--- config.mk ---
export PLATFORM = sky130hd
export DESIGN_NAME = ascp_top
export DESIGN_NICKNAME = d
export VERILOG_FILES = /design/src/ascp_pkg.sv /design/src/ascp_buf_if.sv /design/src/ascp_buf.sv /design/src/ascp_top.sv
export SDC_FILE = /design/constraint.sdc
export NUM_CORES = 1
export LEC_CHECK = 0
export ABC_AREA = 1
export BUFFER_PORTS_ARGS = -buffer_cell sky130_fd_sc_hd__buf_2
export CAP_MARGIN = 0
export CORE_UTILIZATION = 46
export DETAILED_ROUTE_END_ITERATION = 10
export PLACE_DENSITY = 0.73
export SLEW_MARGIN = 0
export SYNTH_ARGS = -nofsm -noshare
export SYNTH_HDL_FRONTEND = slang
export SYNTH_HIERARCHICAL = 1
export SYNTH_SLANG_ARGS = --single-unit
--- constraint.sdc ---
create_clock -name clk_i -period 1.7 [get_ports clk_i]
set_input_delay 0.255 -clock clk_i [delete_from_list [all_inputs] [get_ports clk_i]]
set_output_delay 0.255 -clock clk_i [all_outputs]
set_load 0.005 [all_outputs]
--- src/ascp_pkg.sv ---
// constants for the serial control port of the sampling converter
// assumes a 20 MHz system clock; all link pins are asynchronous to it
package ascp_pkg;
  // control word layout
  localparam int          CW_W        = 10;   // control word width
  localparam int          ADDR_BIT    = 8;    // package address bit
  localparam int          PD_HI_BIT   = 7;    // power_down_select_hi
  localparam int          PD_LO_BIT   = 6;    // power_down_select_lo
  localparam int          SWCONV_BIT  = 1;    // software conversion start
  localparam logic [9:0]  CW_RESET    = 10'h000;
  // serial counts
  localparam logic [3:0]  WR_BITS     = 4'hA; // bits captured per write
  localparam logic [3:0]  RD_BITS     = 4'hA; // bits shifted per read
  localparam logic [3:0]  CNT_ZERO    = 4'h0;
  localparam logic [3:0]  CNT_ONE     = 4'h1;
  // power-down select codes
  localparam logic [1:0]  PD_FULL_NOW = 2'h0;
  localparam logic [1:0]  PD_PART_EOC = 2'h1;
  localparam logic [1:0]  PD_FULL_EOC = 2'h2;
  localparam logic [1:0]  PD_UP       = 2'h3;
  // conversion timing
  localparam int          CLK_NS      = 50;
  localparam int          CONV_NS     = 2300; // longest conversion time
  localparam int          CONV_CYC_I  = (CONV_NS / CLK_NS < 1) ? 1 : CONV_NS / CLK_NS;
  localparam logic [7:0]  CONV_CYC    = 8'(CONV_CYC_I);
  localparam logic [7:0]  CONV_ONE    = 8'h01;
  // wishbone register map (byte addresses)
  localparam logic [7:0]  REG_STATUS  = 8'h00;
  localparam logic [7:0]  REG_CONFIG  = 8'h04;
  localparam logic [7:0]  REG_SWCTRL  = 8'h08;
  localparam int          SW_CONV_BIT = 0;
  // result buffer
  localparam int          BUF_DEPTH   = 2;
  // power state of the converter
  typedef enum logic [1:0] {PWR_FULL, PWR_PARTIAL, PWR_UP} ascp_pwr_t;
endpackage : ascp_pkg

--- src/ascp_buf_if.sv ---
// carrier between the control port core and its result buffer
// assumes one clock domain shared by both ends
`timescale 1ns/100ps
interface ascp_buf_if;
  logic       push_valid; // conversion result offered
  logic       push_ready; // buffer has a free slot
  logic [9:0] push_data;  // result word in
  logic       pop_valid;  // a result is waiting
  logic       pop_ready;  // reader takes the head
  logic [9:0] pop_data;   // head result word
  modport core (output push_valid, push_data, pop_ready,
                input  push_ready, pop_valid, pop_data);
  modport fifo (input  push_valid, push_data, pop_ready,
                output push_ready, pop_valid, pop_data);
endinterface : ascp_buf_if

--- src/ascp_buf.sv ---
// two-entry result buffer between conversion end and serial read
// assumes synchronous active-high reset on the same clock as the core
`timescale 1ns/100ps
module ascp_buf (
  input  wire logic clk_i,
  input  wire logic rst_i,
  ascp_buf_if.fifo  bus
);
  logic [9:0] mem_reg [ascp_pkg::BUF_DEPTH]; // storage slots
  logic       wp_reg, wp_next;                // write pointer
  logic       rp_reg, rp_next;                // read pointer
  logic [1:0] cnt_reg, cnt_next;              // fill level
  logic       do_push, do_pop;

  // honest flags straight from the fill level
  assign bus.push_ready = (cnt_reg != 2'(ascp_pkg::BUF_DEPTH));
  assign bus.pop_valid  = (cnt_reg != 2'h0);
  assign bus.pop_data   = mem_reg[rp_reg];
  assign do_push        = bus.push_valid && bus.push_ready;
  assign do_pop         = bus.pop_valid && bus.pop_ready;

  // pointer and level update
  always_comb
  begin
    wp_next  = do_push ? ~wp_reg : wp_reg;
    rp_next  = do_pop ? ~rp_reg : rp_reg;
    cnt_next = cnt_reg + 2'(do_push) - 2'(do_pop);
  end

  // registers; storage itself needs no reset
  always_ff @(posedge clk_i)
  begin
    if (rst_i)
    begin
      wp_reg  <= 1'b0;
      rp_reg  <= 1'b0;
      cnt_reg <= 2'h0;
    end
    else
    begin
      wp_reg  <= wp_next;
      rp_reg  <= rp_next;
      cnt_reg <= cnt_next;
    end
    if (do_push)
      mem_reg[wp_reg] <= bus.push_data;
  end
endmodule : ascp_buf

--- src/ascp_top.sv ---
// serial control port and conversion-start logic of a 10-bit sampling converter
// assumes link pins asynchronous to clk_i; serial clock made by the host
// Overview of operation
// - control frame fall starts ten-bit shift in
// - read frame rise enables read counter
// - ignore serial clock for reads until frame
// - read counter resets when read finishes
// - output bit changes on serial clock rise
// - output released at eleventh rising edge
// - keep first ten written bits only
// - input sampled on serial clock fall
// - trigger fall holds sample, starts conversion
// - trigger level at end decides power-down
// - address pin pairs with word address bit
// - mismatched address word is discarded
// - control word resets to zero, powered down
// - power-down select codes 00,01,10,11
`timescale 1ns/100ps
module ascp_top (
  input  wire logic        clk_i,         // 20 MHz system clock
  input  wire logic        rst_i,         // synchronous reset
  // wishbone slave
  input  wire logic        wb_cyc_i,
  input  wire logic        wb_stb_i,
  input  wire logic        wb_we_i,
  input  wire logic [7:0]  wb_adr_i,
  input  wire logic [3:0]  wb_sel_i,
  input  wire logic [31:0] wb_dat_i,
  output logic      [31:0] wb_dat_o,
  output logic             wb_ack_o,
  // serial link pins
  input  wire logic        sclk_i,        // serial clock from host
  input  wire logic        control_frame_sync_i,
  input  wire logic        read_frame_sync_i,
  input  wire logic        sdi_i,         // serial data in
  input  wire logic        conversion_trigger_i,
  input  wire logic        package_address_select_i,
  output logic             sdo_o,         // serial data out
  output logic             sdo_oe_n_o,    // low while sdo_o drives the pin
  // converter core side
  input  wire logic [9:0]  adc_result_i,  // result valid at end of conversion
  output logic [9:0]       ctrl_word_o,   // accepted control word
  output logic [1:0]       pwr_state_o,   // ascp_pwr_t code
  output logic             hold_o         // track/hold in hold
);
  // pin synchronisers: stage 1 only feeds stage 2, stage 3 for edges
  localparam int NSYNC = 6;
  logic [NSYNC-1:0] pin_w;
  logic [NSYNC-1:0] s1_reg, s2_reg, s3_reg;
  logic sclk_rise, sclk_fall, cfs_fall, rfs_rise, trig_fall, trig_lvl, sdi_s, addr_pin;

  assign pin_w = {package_address_select_i, conversion_trigger_i, sdi_i,
                  read_frame_sync_i, control_frame_sync_i, sclk_i};

  // three-stage register chain, reset loads constant zeros
  always_ff @(posedge clk_i)
  begin
    if (rst_i)
    begin
      s1_reg <= '0;
      s2_reg <= '0;
      s3_reg <= '0;
    end
    else
    begin
      s1_reg <= pin_w;
      s2_reg <= s1_reg;
      s3_reg <= s2_reg;
    end
  end

  // edge detection on synchronised levels only
  assign sclk_rise = s2_reg[0] && !s3_reg[0];
  assign sclk_fall = !s2_reg[0] && s3_reg[0];
  assign cfs_fall  = !s2_reg[1] && s3_reg[1];
  assign rfs_rise  = s2_reg[2] && !s3_reg[2];
  assign sdi_s     = s2_reg[3];
  assign trig_fall = !s2_reg[4] && s3_reg[4];
  assign trig_lvl  = s2_reg[4];
  assign addr_pin  = s2_reg[5];

  // buffer between conversion end and the serial reader
  ascp_buf_if bq ();
  ascp_buf u_buf (
    .clk_i (clk_i),
    .rst_i (rst_i),
    .bus   (bq.fifo)
  );

  // ---------------- serial write path ----------------
  logic       wr_act_reg, wr_act_next;   // write frame open
  logic [3:0] wr_cnt_reg, wr_cnt_next;   // bits captured so far
  logic [9:0] wr_sh_reg,  wr_sh_next;    // incoming shift register
  logic [9:0] cw_reg,     cw_next;       // accepted control word
  logic       sel_reg,    sel_next;      // this device owns next read
  logic       accept;                    // tenth bit with matching address
  logic [9:0] word_in;                   // word as completed this cycle

  localparam logic [3:0] CNT_ONE_W = ascp_pkg::CNT_ONE;
  assign word_in = {wr_sh_reg[8:0], sdi_s};
  assign accept  = wr_act_reg && sclk_fall && (wr_cnt_reg == ascp_pkg::WR_BITS - CNT_ONE_W)
                   && (word_in[ascp_pkg::ADDR_BIT] == addr_pin);

  // capture, address check and word update
  always_comb
  begin
    wr_act_next = wr_act_reg;
    wr_cnt_next = wr_cnt_reg;
    wr_sh_next  = wr_sh_reg;
    cw_next     = cw_reg;
    sel_next    = sel_reg;
    if (cfs_fall)
    begin
      wr_act_next = 1'b1;
      wr_cnt_next = ascp_pkg::CNT_ZERO;
    end
    else if (wr_act_reg && sclk_fall)
    begin
      wr_sh_next  = word_in;
      wr_cnt_next = wr_cnt_reg + CNT_ONE_W;
      if (wr_cnt_reg == ascp_pkg::WR_BITS - CNT_ONE_W)
      begin
        // later clocks of the frame fall through, host may send 13
        wr_act_next = 1'b0;
        sel_next    = accept;
        if (accept)
          cw_next = word_in;
      end
    end
  end

  // write path registers
  always_ff @(posedge clk_i)
  begin
    if (rst_i)
    begin
      wr_act_reg <= 1'b0;
      wr_cnt_reg <= ascp_pkg::CNT_ZERO;
      wr_sh_reg  <= ascp_pkg::CW_RESET;
      cw_reg     <= ascp_pkg::CW_RESET;
      sel_reg    <= 1'b1;                           // address bit 0 at power-up
    end
    else
    begin
      wr_act_reg <= wr_act_next;
      wr_cnt_reg <= wr_cnt_next;
      wr_sh_reg  <= wr_sh_next;
      cw_reg     <= cw_next;
      sel_reg    <= sel_next;
    end
  end

  // ---------------- serial read path ----------------
  logic       rd_act_reg, rd_act_next;   // read counter enabled
  logic [3:0] rd_cnt_reg, rd_cnt_next;   // rising edges seen
  logic [9:0] rd_sh_reg,  rd_sh_next;    // outgoing shift register
  logic       sdo_reg,    sdo_next;
  logic       oen_reg,    oen_next;

  // the head of the buffer is taken by a selected read frame
  assign bq.pop_ready = rfs_rise && sel_reg;

  // counter, shifter and pin drive
  always_comb
  begin
    rd_act_next = rd_act_reg;
    rd_cnt_next = rd_cnt_reg;
    rd_sh_next  = rd_sh_reg;
    sdo_next    = sdo_reg;
    oen_next    = oen_reg;
    if (rfs_rise && sel_reg)
    begin
      // empty buffer reads as zeros rather than stale data
      rd_act_next = 1'b1;
      rd_cnt_next = ascp_pkg::CNT_ZERO;
      rd_sh_next  = bq.pop_valid ? bq.pop_data : ascp_pkg::CW_RESET;
    end
    else if (rd_act_reg && sclk_rise)
    begin
      if (rd_cnt_reg == ascp_pkg::RD_BITS)
      begin
        oen_next    = 1'b1;
        rd_act_next = 1'b0;
        rd_cnt_next = ascp_pkg::CNT_ZERO;
      end
      else
      begin
        sdo_next    = rd_sh_reg[9];
        rd_sh_next  = {rd_sh_reg[8:0], 1'b0};
        oen_next    = 1'b0;
        rd_cnt_next = rd_cnt_reg + CNT_ONE_W;
      end
    end
  end

  // read path registers
  always_ff @(posedge clk_i)
  begin
    if (rst_i)
    begin
      rd_act_reg <= 1'b0;
      rd_cnt_reg <= ascp_pkg::CNT_ZERO;
      rd_sh_reg  <= ascp_pkg::CW_RESET;
      sdo_reg    <= 1'b0;
      oen_reg    <= 1'b1;
    end
    else
    begin
      rd_act_reg <= rd_act_next;
      rd_cnt_reg <= rd_cnt_next;
      rd_sh_reg  <= rd_sh_next;
      sdo_reg    <= sdo_next;
      oen_reg    <= oen_next;
    end
  end

  // ---------------- conversion and power ----------------
  ascp_pkg::ascp_pwr_t pwr_reg, pwr_next;
  logic       busy_reg,  busy_next;          // conversion running
  logic [7:0] ccnt_reg,  ccnt_next;          // cycles into conversion
  logic       sw_go;                         // software start from the bus
  logic       start, eoc;
  logic [1:0] pd_sel;

  assign pd_sel = {cw_reg[ascp_pkg::PD_HI_BIT], cw_reg[ascp_pkg::PD_LO_BIT]};
  // a start is dropped while the buffer is full, so no result is lost
  assign start  = (trig_fall || sw_go || (accept && word_in[ascp_pkg::SWCONV_BIT]))
                  && !busy_reg && bq.push_ready;
  assign eoc    = busy_reg && (ccnt_reg == ascp_pkg::CONV_CYC);
  assign bq.push_valid = eoc;
  assign bq.push_data  = adc_result_i;

  // conversion timer and power decision
  always_comb
  begin
    busy_next = busy_reg;
    ccnt_next = ccnt_reg;
    pwr_next  = pwr_reg;
    if (start)
    begin
      busy_next = 1'b1;
      ccnt_next = ascp_pkg::CONV_ONE;
      pwr_next  = ascp_pkg::PWR_UP;
    end
    else if (eoc)
    begin
      busy_next = 1'b0;
      unique case (pd_sel)
        ascp_pkg::PD_UP:       pwr_next = ascp_pkg::PWR_UP;
        ascp_pkg::PD_FULL_NOW: pwr_next = ascp_pkg::PWR_FULL;
        ascp_pkg::PD_PART_EOC: pwr_next = trig_lvl ? ascp_pkg::PWR_UP
                                                   : ascp_pkg::PWR_PARTIAL;
        ascp_pkg::PD_FULL_EOC: pwr_next = trig_lvl ? ascp_pkg::PWR_UP
                                                   : ascp_pkg::PWR_FULL;
      endcase
    end
    else if (busy_reg)
      ccnt_next = ccnt_reg + ascp_pkg::CONV_ONE;
    else if (pd_sel == ascp_pkg::PD_FULL_NOW)
      pwr_next = ascp_pkg::PWR_FULL;
    else if (pd_sel == ascp_pkg::PD_UP)
      pwr_next = ascp_pkg::PWR_UP;
  end

  // conversion registers
  always_ff @(posedge clk_i)
  begin
    if (rst_i)
    begin
      busy_reg <= 1'b0;
      ccnt_reg <= 8'h00;
      pwr_reg  <= ascp_pkg::PWR_FULL;
    end
    else
    begin
      busy_reg <= busy_next;
      ccnt_reg <= ccnt_next;
      pwr_reg  <= pwr_next;
    end
  end

  // ---------------- wishbone slave ----------------
  logic        ack_reg, ack_next;
  logic [31:0] rdat_reg, rdat_next;
  logic        wb_req;

  assign wb_req = wb_cyc_i && wb_stb_i && !ack_reg;
  assign sw_go  = wb_req && wb_we_i && wb_sel_i[0] && (wb_adr_i == ascp_pkg::REG_SWCTRL)
                  && wb_dat_i[ascp_pkg::SW_CONV_BIT];

  // one wait state, unmapped reads return zero
  always_comb
  begin
    ack_next  = wb_req;
    rdat_next = rdat_reg;
    if (wb_req && !wb_we_i)
    begin
      unique case (wb_adr_i)
        ascp_pkg::REG_STATUS: rdat_next = {25'h0, bq.pop_valid, !bq.push_ready,
                                           rd_act_reg, sel_reg, busy_reg, pwr_reg};
        ascp_pkg::REG_CONFIG: rdat_next = {22'h0, cw_reg};
        default:              rdat_next = 32'h0000_0000;
      endcase
    end
  end

  // bus registers
  always_ff @(posedge clk_i)
  begin
    if (rst_i)
    begin
      ack_reg  <= 1'b0;
      rdat_reg <= 32'h0000_0000;
    end
    else
    begin
      ack_reg  <= ack_next;
      rdat_reg <= rdat_next;
    end
  end

  assign wb_ack_o    = ack_reg;
  assign wb_dat_o    = rdat_reg;
  assign sdo_o       = sdo_reg;
  assign sdo_oe_n_o  = oen_reg;
  assign ctrl_word_o = cw_reg;
  assign pwr_state_o = pwr_reg;
  assign hold_o      = busy_reg;
endmodule : ascp_top

After elaboration in Yosys (flattened, before gate mapping)
Memory sizes are Yosys's and may differ from the RTL's. A register that Yosys moved wholly into a read port is not among the register bits.
Cells that the tools add are included.
{"block": "word_totals", "regBits": 107, "mem_bits_rw": 20, "wordCells": 139, "mem_count": 1}
{"block": "op_classes", "addsub": 5, "n_eq_ne": 14, "muxes": 30, "n_bitwise": 6, "reduce_logical": 60}
{"name": "u_buf.mem_reg", "words": 2, "width": 10, "rd": 1, "rd_ports_with_merged_regs": 1, "write_ports": 1, "line": "ascp_buf.sv:9", "text": "logic [9:0] mem_reg [ascp_pkg::BUF_DEPTH];"}
{"operator": "10-bit two-way mux", "n": 4}
{"operator": "1-bit logical AND", "n": 23}
{"operator": "10-bit case mux with 2 select lines", "n": 1}
{"operator": "2-bit AND reduction", "n": 9}
{"operator": "1-bit two-way mux", "n": 16}
{"operator": "2-bit two-way mux", "n": 7}
{"operator": "2-bit nonzero test", "n": 7}
{"operator": "1-bit zero test", "n": 9}
{"operator": "4-bit by 1-bit adder with 4-bit output, second input constant", "n": 2}
{"operator": "8-bit by 1-bit adder with 8-bit output, second input constant", "n": 1}
{"operator": "4-bit == test, second input constant", "n": 2}
{"operator": "8-bit by 3-bit == test with 1-bit output, second input constant", "n": 1}
{"operator": "8-bit by 4-bit == test with 1-bit output, second input constant", "n": 1}
{"operator": "8-bit by 6-bit == test with 1-bit output, second input constant", "n": 1}
{"operator": "8-bit zero test", "n": 1}
{"operator": "2-bit case mux with 4 select lines", "n": 1}
{"operator": "1-bit inverter", "n": 6}
{"operator": "3-bit AND reduction", "n": 2}
{"operator": "2-bit OR reduction", "n": 3}
{"operator": "2-bit == test, second input constant", "n": 2}
{"operator": "4-bit two-way mux", "n": 1}
{"operator": "2-bit by 1-bit inequality test with 1-bit output, second input constant", "n": 2}
{"operator": "2-bit inequality test, second input constant", "n": 2}
{"operator": "4-bit AND reduction", "n": 1}
{"operator": "9 further kinds", "n": 10}

Longest topological paths before layout
{"block": "logic_depth", "ltp_word": 12, "depth_mapped": 15, "mapped_depth_nobuf": 15}

Cells and area by module
The synthesis kept the hierarchy.
{"mod": "ascp_top", "n_inst": 1, "cells_per_inst": 491, "area_per_inst_um2": 3679.8, "seq_area_each_um2": 1601.5}
{"mod": "ascp_buf", "n_inst": 1, "cells_per_inst": 68, "area_per_inst_um2": 1026.0, "seq_area_each_um2": 700.7}

Least setup slack after synthesis
Ideal clock, no wire load.
{"block": "synth_timing", "kind": "flip-flop to flip-flop", "from": "register ccnt_reg[0]", "to": "register u_buf.cnt_reg[1]", "setup_time_ns": 0.115, "arrival_ns": 1.734, "required_ns": 1.585, "path_slack_ns": -0.149, "path_stages_with_launch": 15, "period_less_slack_ns": 1.849, "path_cell_list": "dfxtp_1 -> inv_1 -> ha_1 -> nand3_1 -> inv_1 -> nand2_1 -> nor2_1 -> nand2_1 -> ha_1 -> inv_1 -> ha_1 -> inv_1 -> nand2_1 -> a21oi_1 -> nor2_1"}
{"block": "synth_via", "elab_chain_cells": 5}
{"item": "start: declaration", "line": "ascp_top.sv:220", "text": "logic [7:0] ccnt_reg, ccnt_next;"}
{"item": "start signal: assignment", "line": "ascp_top.sv:277", "text": "ccnt_reg <= ccnt_next;"}
{"item": "8-bit by 6-bit == test with 1-bit output", "line": "ascp_top.sv:229", "text": "assign eoc = busy_reg && (ccnt_reg == ascp_pkg::CONV_CYC);"}
{"item": "1-bit logical AND", "line": "ascp_top.sv:229"}
{"item": "net bq.push_valid", "line": "ascp_buf_if.sv:5", "text": "logic push_valid;"}
{"item": "1-bit logical AND", "line": "ascp_buf.sv:19", "text": "assign do_push = bus.push_valid && bus.push_ready;"}
{"item": "2-bit by 1-bit adder with 2-bit output", "line": "ascp_buf.sv:27", "text": "cnt_next = cnt_reg + 2'(do_push) - 2'(do_pop);"}
{"item": "2-bit by 1-bit subtractor with 2-bit output", "line": "ascp_buf.sv:27"}
{"item": "end signal: assignment", "line": "ascp_buf.sv:43", "text": "cnt_reg <= cnt_next;"}
{"item": "end: declaration", "line": "ascp_buf.sv:12", "text": "logic [1:0] cnt_reg, cnt_next;"}
The timed path passes the listed nets, and every way through them passes these cells.
A chain may end at the register's enable or synchronous reset.

Worst setup path in the final report
Ends and elaborated chain as after synthesis.

==> impl_metrics.py <==
metrics = {
    "placed_design": {
        "port_buffers": 56,
        "gp_congestion": 0.8610,
        "dp_hpwl_um": 6671,
        "placedCellCount": 756,
        "place_area_um2": 5174,
    },
    "power_and_ir_drop": {
        "ir_drop_v": 0.0003853,
        "leakage_nw": 2.430,
        "power_density_nw_per_um2": 761.3,
    },
    "sta": {
        "setup-tns-final_ns": -0.07696,
        "min_period_ns": 1.777,
        "fmax_mhz": 562.8,
        "drv_slew": 0,
        "worst_pin_slew_ns": 0.5834,
        "max_slew_margin_pct": 60.87,
        "grt_setup_unrepaired": "yes",
        "period_share_pct": 104.5,
        "hold_violations": 0,
        "whs_ns": 0.06825,
        "clock-skew-final_ns": 0.01371,
        "worst_slack_ns": -0.07696,
        "finalSetupViolCount": 1,
    },
    "synthesis": {
        "yosys.area_share.xor_xnor_pct": 1.117,
        "synthMuxAreaShare_pct": 3.191,
        "syn_area_um2": 4706,
        "synth-compound-area-share_pct": 8.056,
        "postSynthAreaPerCell_um2": 8.418,
        "seq_area_frac_synth_pct": 48.92,
        "synth_seq_cells": 105,
        "synthDistinctLibCells": 40,
        "synthAdderAreaFrac_pct": 2.659,
        "synth_top_family_by_area": "simple AND/OR/NAND/NOR gates",
        "synth.yosys.warnings": 6,
        "synth-simple-area-share_pct": 24.14,
        "netlist_instances": 559,
    },
    "cts": {
        "clk_pin_slew_worst_paths_ns": 0.10,
        "cts_buffer_depth": 2,
        "cts-root-buf": "clkbuf_8",
        "htreeDepth": 3,
        "cts_tree": "yes",
        "clock_latency_ns": 0.37,
        "numCtsBuffers": 9,
        "cts_sinks": 105,
    },
    "worst_setup_path": {
        "endpoint_kind": "register",
        "critPathArrivalTime_ns": 2.05,
        "r2r-start": "ccnt_reg[0]$_SDFFE_PP0P_",
        "r2r_setup_slack_ns": -0.08,
        "required_ns": 1.97,
        "rr_endpoint": "u_buf/cnt_reg[1]$_SDFF_PP0_",
        "worstSetupStartpointType": "register",
        "worstSetupPathType": "reg2reg",
        "r2r_cells": 14,
        "cp_max_fo": 2,
    },
    "finish": {
        "layout-drive-gt1-share_pct": 23.60,
        "largest_reg_flops": 20,
        "diodes": 0,
        "fin_cells": 777,
        "fin_nets": 714,
        "areaGrowthSynthToFinish_pct": 16.70,
        "finalInstanceArea_um2": 5492,
    },
    "floorplan": {
        "initial_utilization_pct": 47.70,
        "die_w_um": 103.1,
        "rows": 36,
        "num_io_pins": 113,
        "coreArea_um2": 9864,
        "die_y_um": 103.1,
        "die_area_um2": 10640,
    },
    "routing": {
        "ant_nets": 0,
        "wire_per_inst_um": 12.16,
        "num_vias": 3828,
        "drtIter0Drc": 140,
        "wl_um": 9448,
        "firstDrtPassIters": 5,
        "drcViolationCount": 0,
        "via_per_inst": 4.927,
    },
    "outcome": {
        "outcome": "complete, but fails checks",
        "violations": "negative setup slack",
    },
    "global_route": {
        "grt_pass1_wl_um": 15080,
        "grt_start_max_net_pins": 43,
        "antenna_found_initial": 0,
        "grt_overflow_total": 0,
        "track_usage_pct": 18.36,
        "first_global_vias": 3312,
    },
    "hold_path": {
        "hold_end": "u_buf/mem_reg[1][7]$_DFFE_PP_",
        "min_path_cells": 1,
        "hold_path_class": "in2reg",
        "hp-start": "adc_result_i[7]",
    },
    "flow_run": {
        "maxCapViolCount": 0,
    },
}
==> worst max-delay path by stage <==
| stage | from | end | slack, ns |
|---|---|---|---|
| final | ccnt_reg[0]$_SDFFE_PP0P_ | u_buf/cnt_reg[1]$_SDFF_PP0_ | -0.08 |
| after global routing | ccnt_reg[0]$_SDFFE_PP0P_ | u_buf/cnt_reg[1]$_SDFF_PP0_ | -0.17 |
| after CTS | ccnt_reg[0]$_SDFFE_PP0P_ | u_buf/cnt_reg[1]$_SDFF_PP0_ | -0.04 |
| after detailed placement | ccnt_reg[0]$_SDFFE_PP0P_ | u_buf/cnt_reg[1]$_SDFF_PP0_ | -0.14 |
| after global placement | ccnt_reg[0]$_SDFFE_PP0P_ | u_buf/cnt_reg[1]$_SDFF_PP0_ | -0.02 |
| after floorplan | ccnt_reg[0]$_SDFFE_PP0P_ | u_buf/mem_reg[0][0]$_DFFE_PP_ | -0.01 |
==> cell families after synthesis <==
| logic type | count (synthesis) |
|---|---|
| and+or+nand+nor | 247 |
| buffers and inverters | 109 |
| DFF | 105 |
| AOI/OAI and AO/OA | 71 |
| adders and majority gates | 10 |
| muxes | 10 |
| xor gates and xnor gates | 6 |
| other | 1 |
==> metal layers <==
| layer | track usage, % | part of all wire [%] | routed length [µm] |
|---|---|---|---|
| met5 | 0 | 0 | 0 |
| met4 | 6.392 | 1.1 | 104 |
| met3 | 3.864 | 4.4 | 414 |
| met2 | 31.28 | 48 | 4547 |
| met1 | 23.06 | 46 | 4383 |
==> report_power, final <==
part	switching, W	internal, W
registers	0.0000113	0.00256
clock network	0.000873	0.000551
logic	0.000122	0.0000665
==> what timing repair did <==
| action | CTS | global route |
|---|---|---|
| endpoints found under the setup margin | 2 | 31 |
| buffers inserted | 3 | 2 |
| resized for setup | 13 | 7 |
| gates cloned | 0 | 1 |
| pin swaps | 7 | 1 |
| hold buffers | 0 | 0 |
==> Yosys cell counts (all sizes together) <==
master / number / area, µm²
o21ai: 19 / 95.09
nand3b: 1 / 20.02
dfxtp: 85 / 1702
mux2: 10 / 150.1
a211oi: 2 / 15.01
a21boi: 1 / 7.510
edfxtp: 20 / 600.6
ha: 10 / 125.1
a21oi: 38 / 190.2
o211ai: 1 / 7.510
or2: 3 / 18.78
nor3: 3 / 26.28
nand4: 6 / 37.54
inv: 68 / 255.2
a31oi: 8 / 50.05
buf: 33 / 242.7
bufbuf: 1 / 32.53
a22oi: 1 / 7.510
clkinv: 3 / 11.26
nor3b: 1 / 18.77
nor2: 66 / 289.0
conb: 1 / 3.750
nand2: 104 / 400.4
xnor2: 1 / 8.760
o22ai: 1 / 6.260
xor2: 5 / 43.79
nand3: 63 / 325.3
clkbuf: 4 / 15.01
==> per-stage QoR <==
stage	total power (W)	util, %	worst slack, ns
after floorplan	0.002779	-	-0.01018
after global placement	0.002804	52.45	-0.02294
after detailed placement	0.002810	52.45	-0.1429
after CTS	0.004211	55.06	-0.04115
after global routing	0.004371	55.67	-0.1652
final	0.004181	55.67	-0.07696
==> layout by cell type, fill, tap and decap left out, types with 8 or more instances in the layout <==
| master | netlist | final |
|---|---|---|
| nand2_1 | 100 | 94 |
| dfxtp_1 | 85 | 83 |
| inv_1 | 65 | 61 |
| nand3_1 | 61 | 59 |
| nor2_1 | 59 | 56 |
| buf_2 | 5 | 56 |
| a21oi_1 | 38 | 37 |
| buf_4 | 24 | 26 |
| conb_1 | 1 | 22 |
| edfxtp_1 | 20 | 20 |
| o21ai_0 | 19 | 19 |
| mux2_4 | 10 | 10 |
| clkbuf_8 | 0 | 9 |
| nand2_2 | 4 | 8 |
| a31oi_1 | 8 | 8 |
==> worst max-delay path: stages (launching register included) <==
cell	delay [ns]
dfxtp_2	0.34
inv_2	0.06
ha_4	0.15
nand3_4	0.07
inv_2	0.07
nand2_4	0.05
nor2_4	0.10
nand2_2	0.09
ha_4	0.27
inv_2	0.04
ha_4	0.16
nand2_2	0.09
nand3_2	0.08
nand2_1	0.07
nor2_1	0.04
==> area by class of cell <==
cell class,instances,area [µm²]
Clock buffer,10,127.6
Fill cell,880,4373
Clock inverter,6,52.55
Inverter,71,266.5
Tap cell,133,166.4
Sequential cell,105,2305
Timing Repair Buffer,86,546.8
Multi-Input combinational cell,366,2027
(Power assumes the default switching activity.)
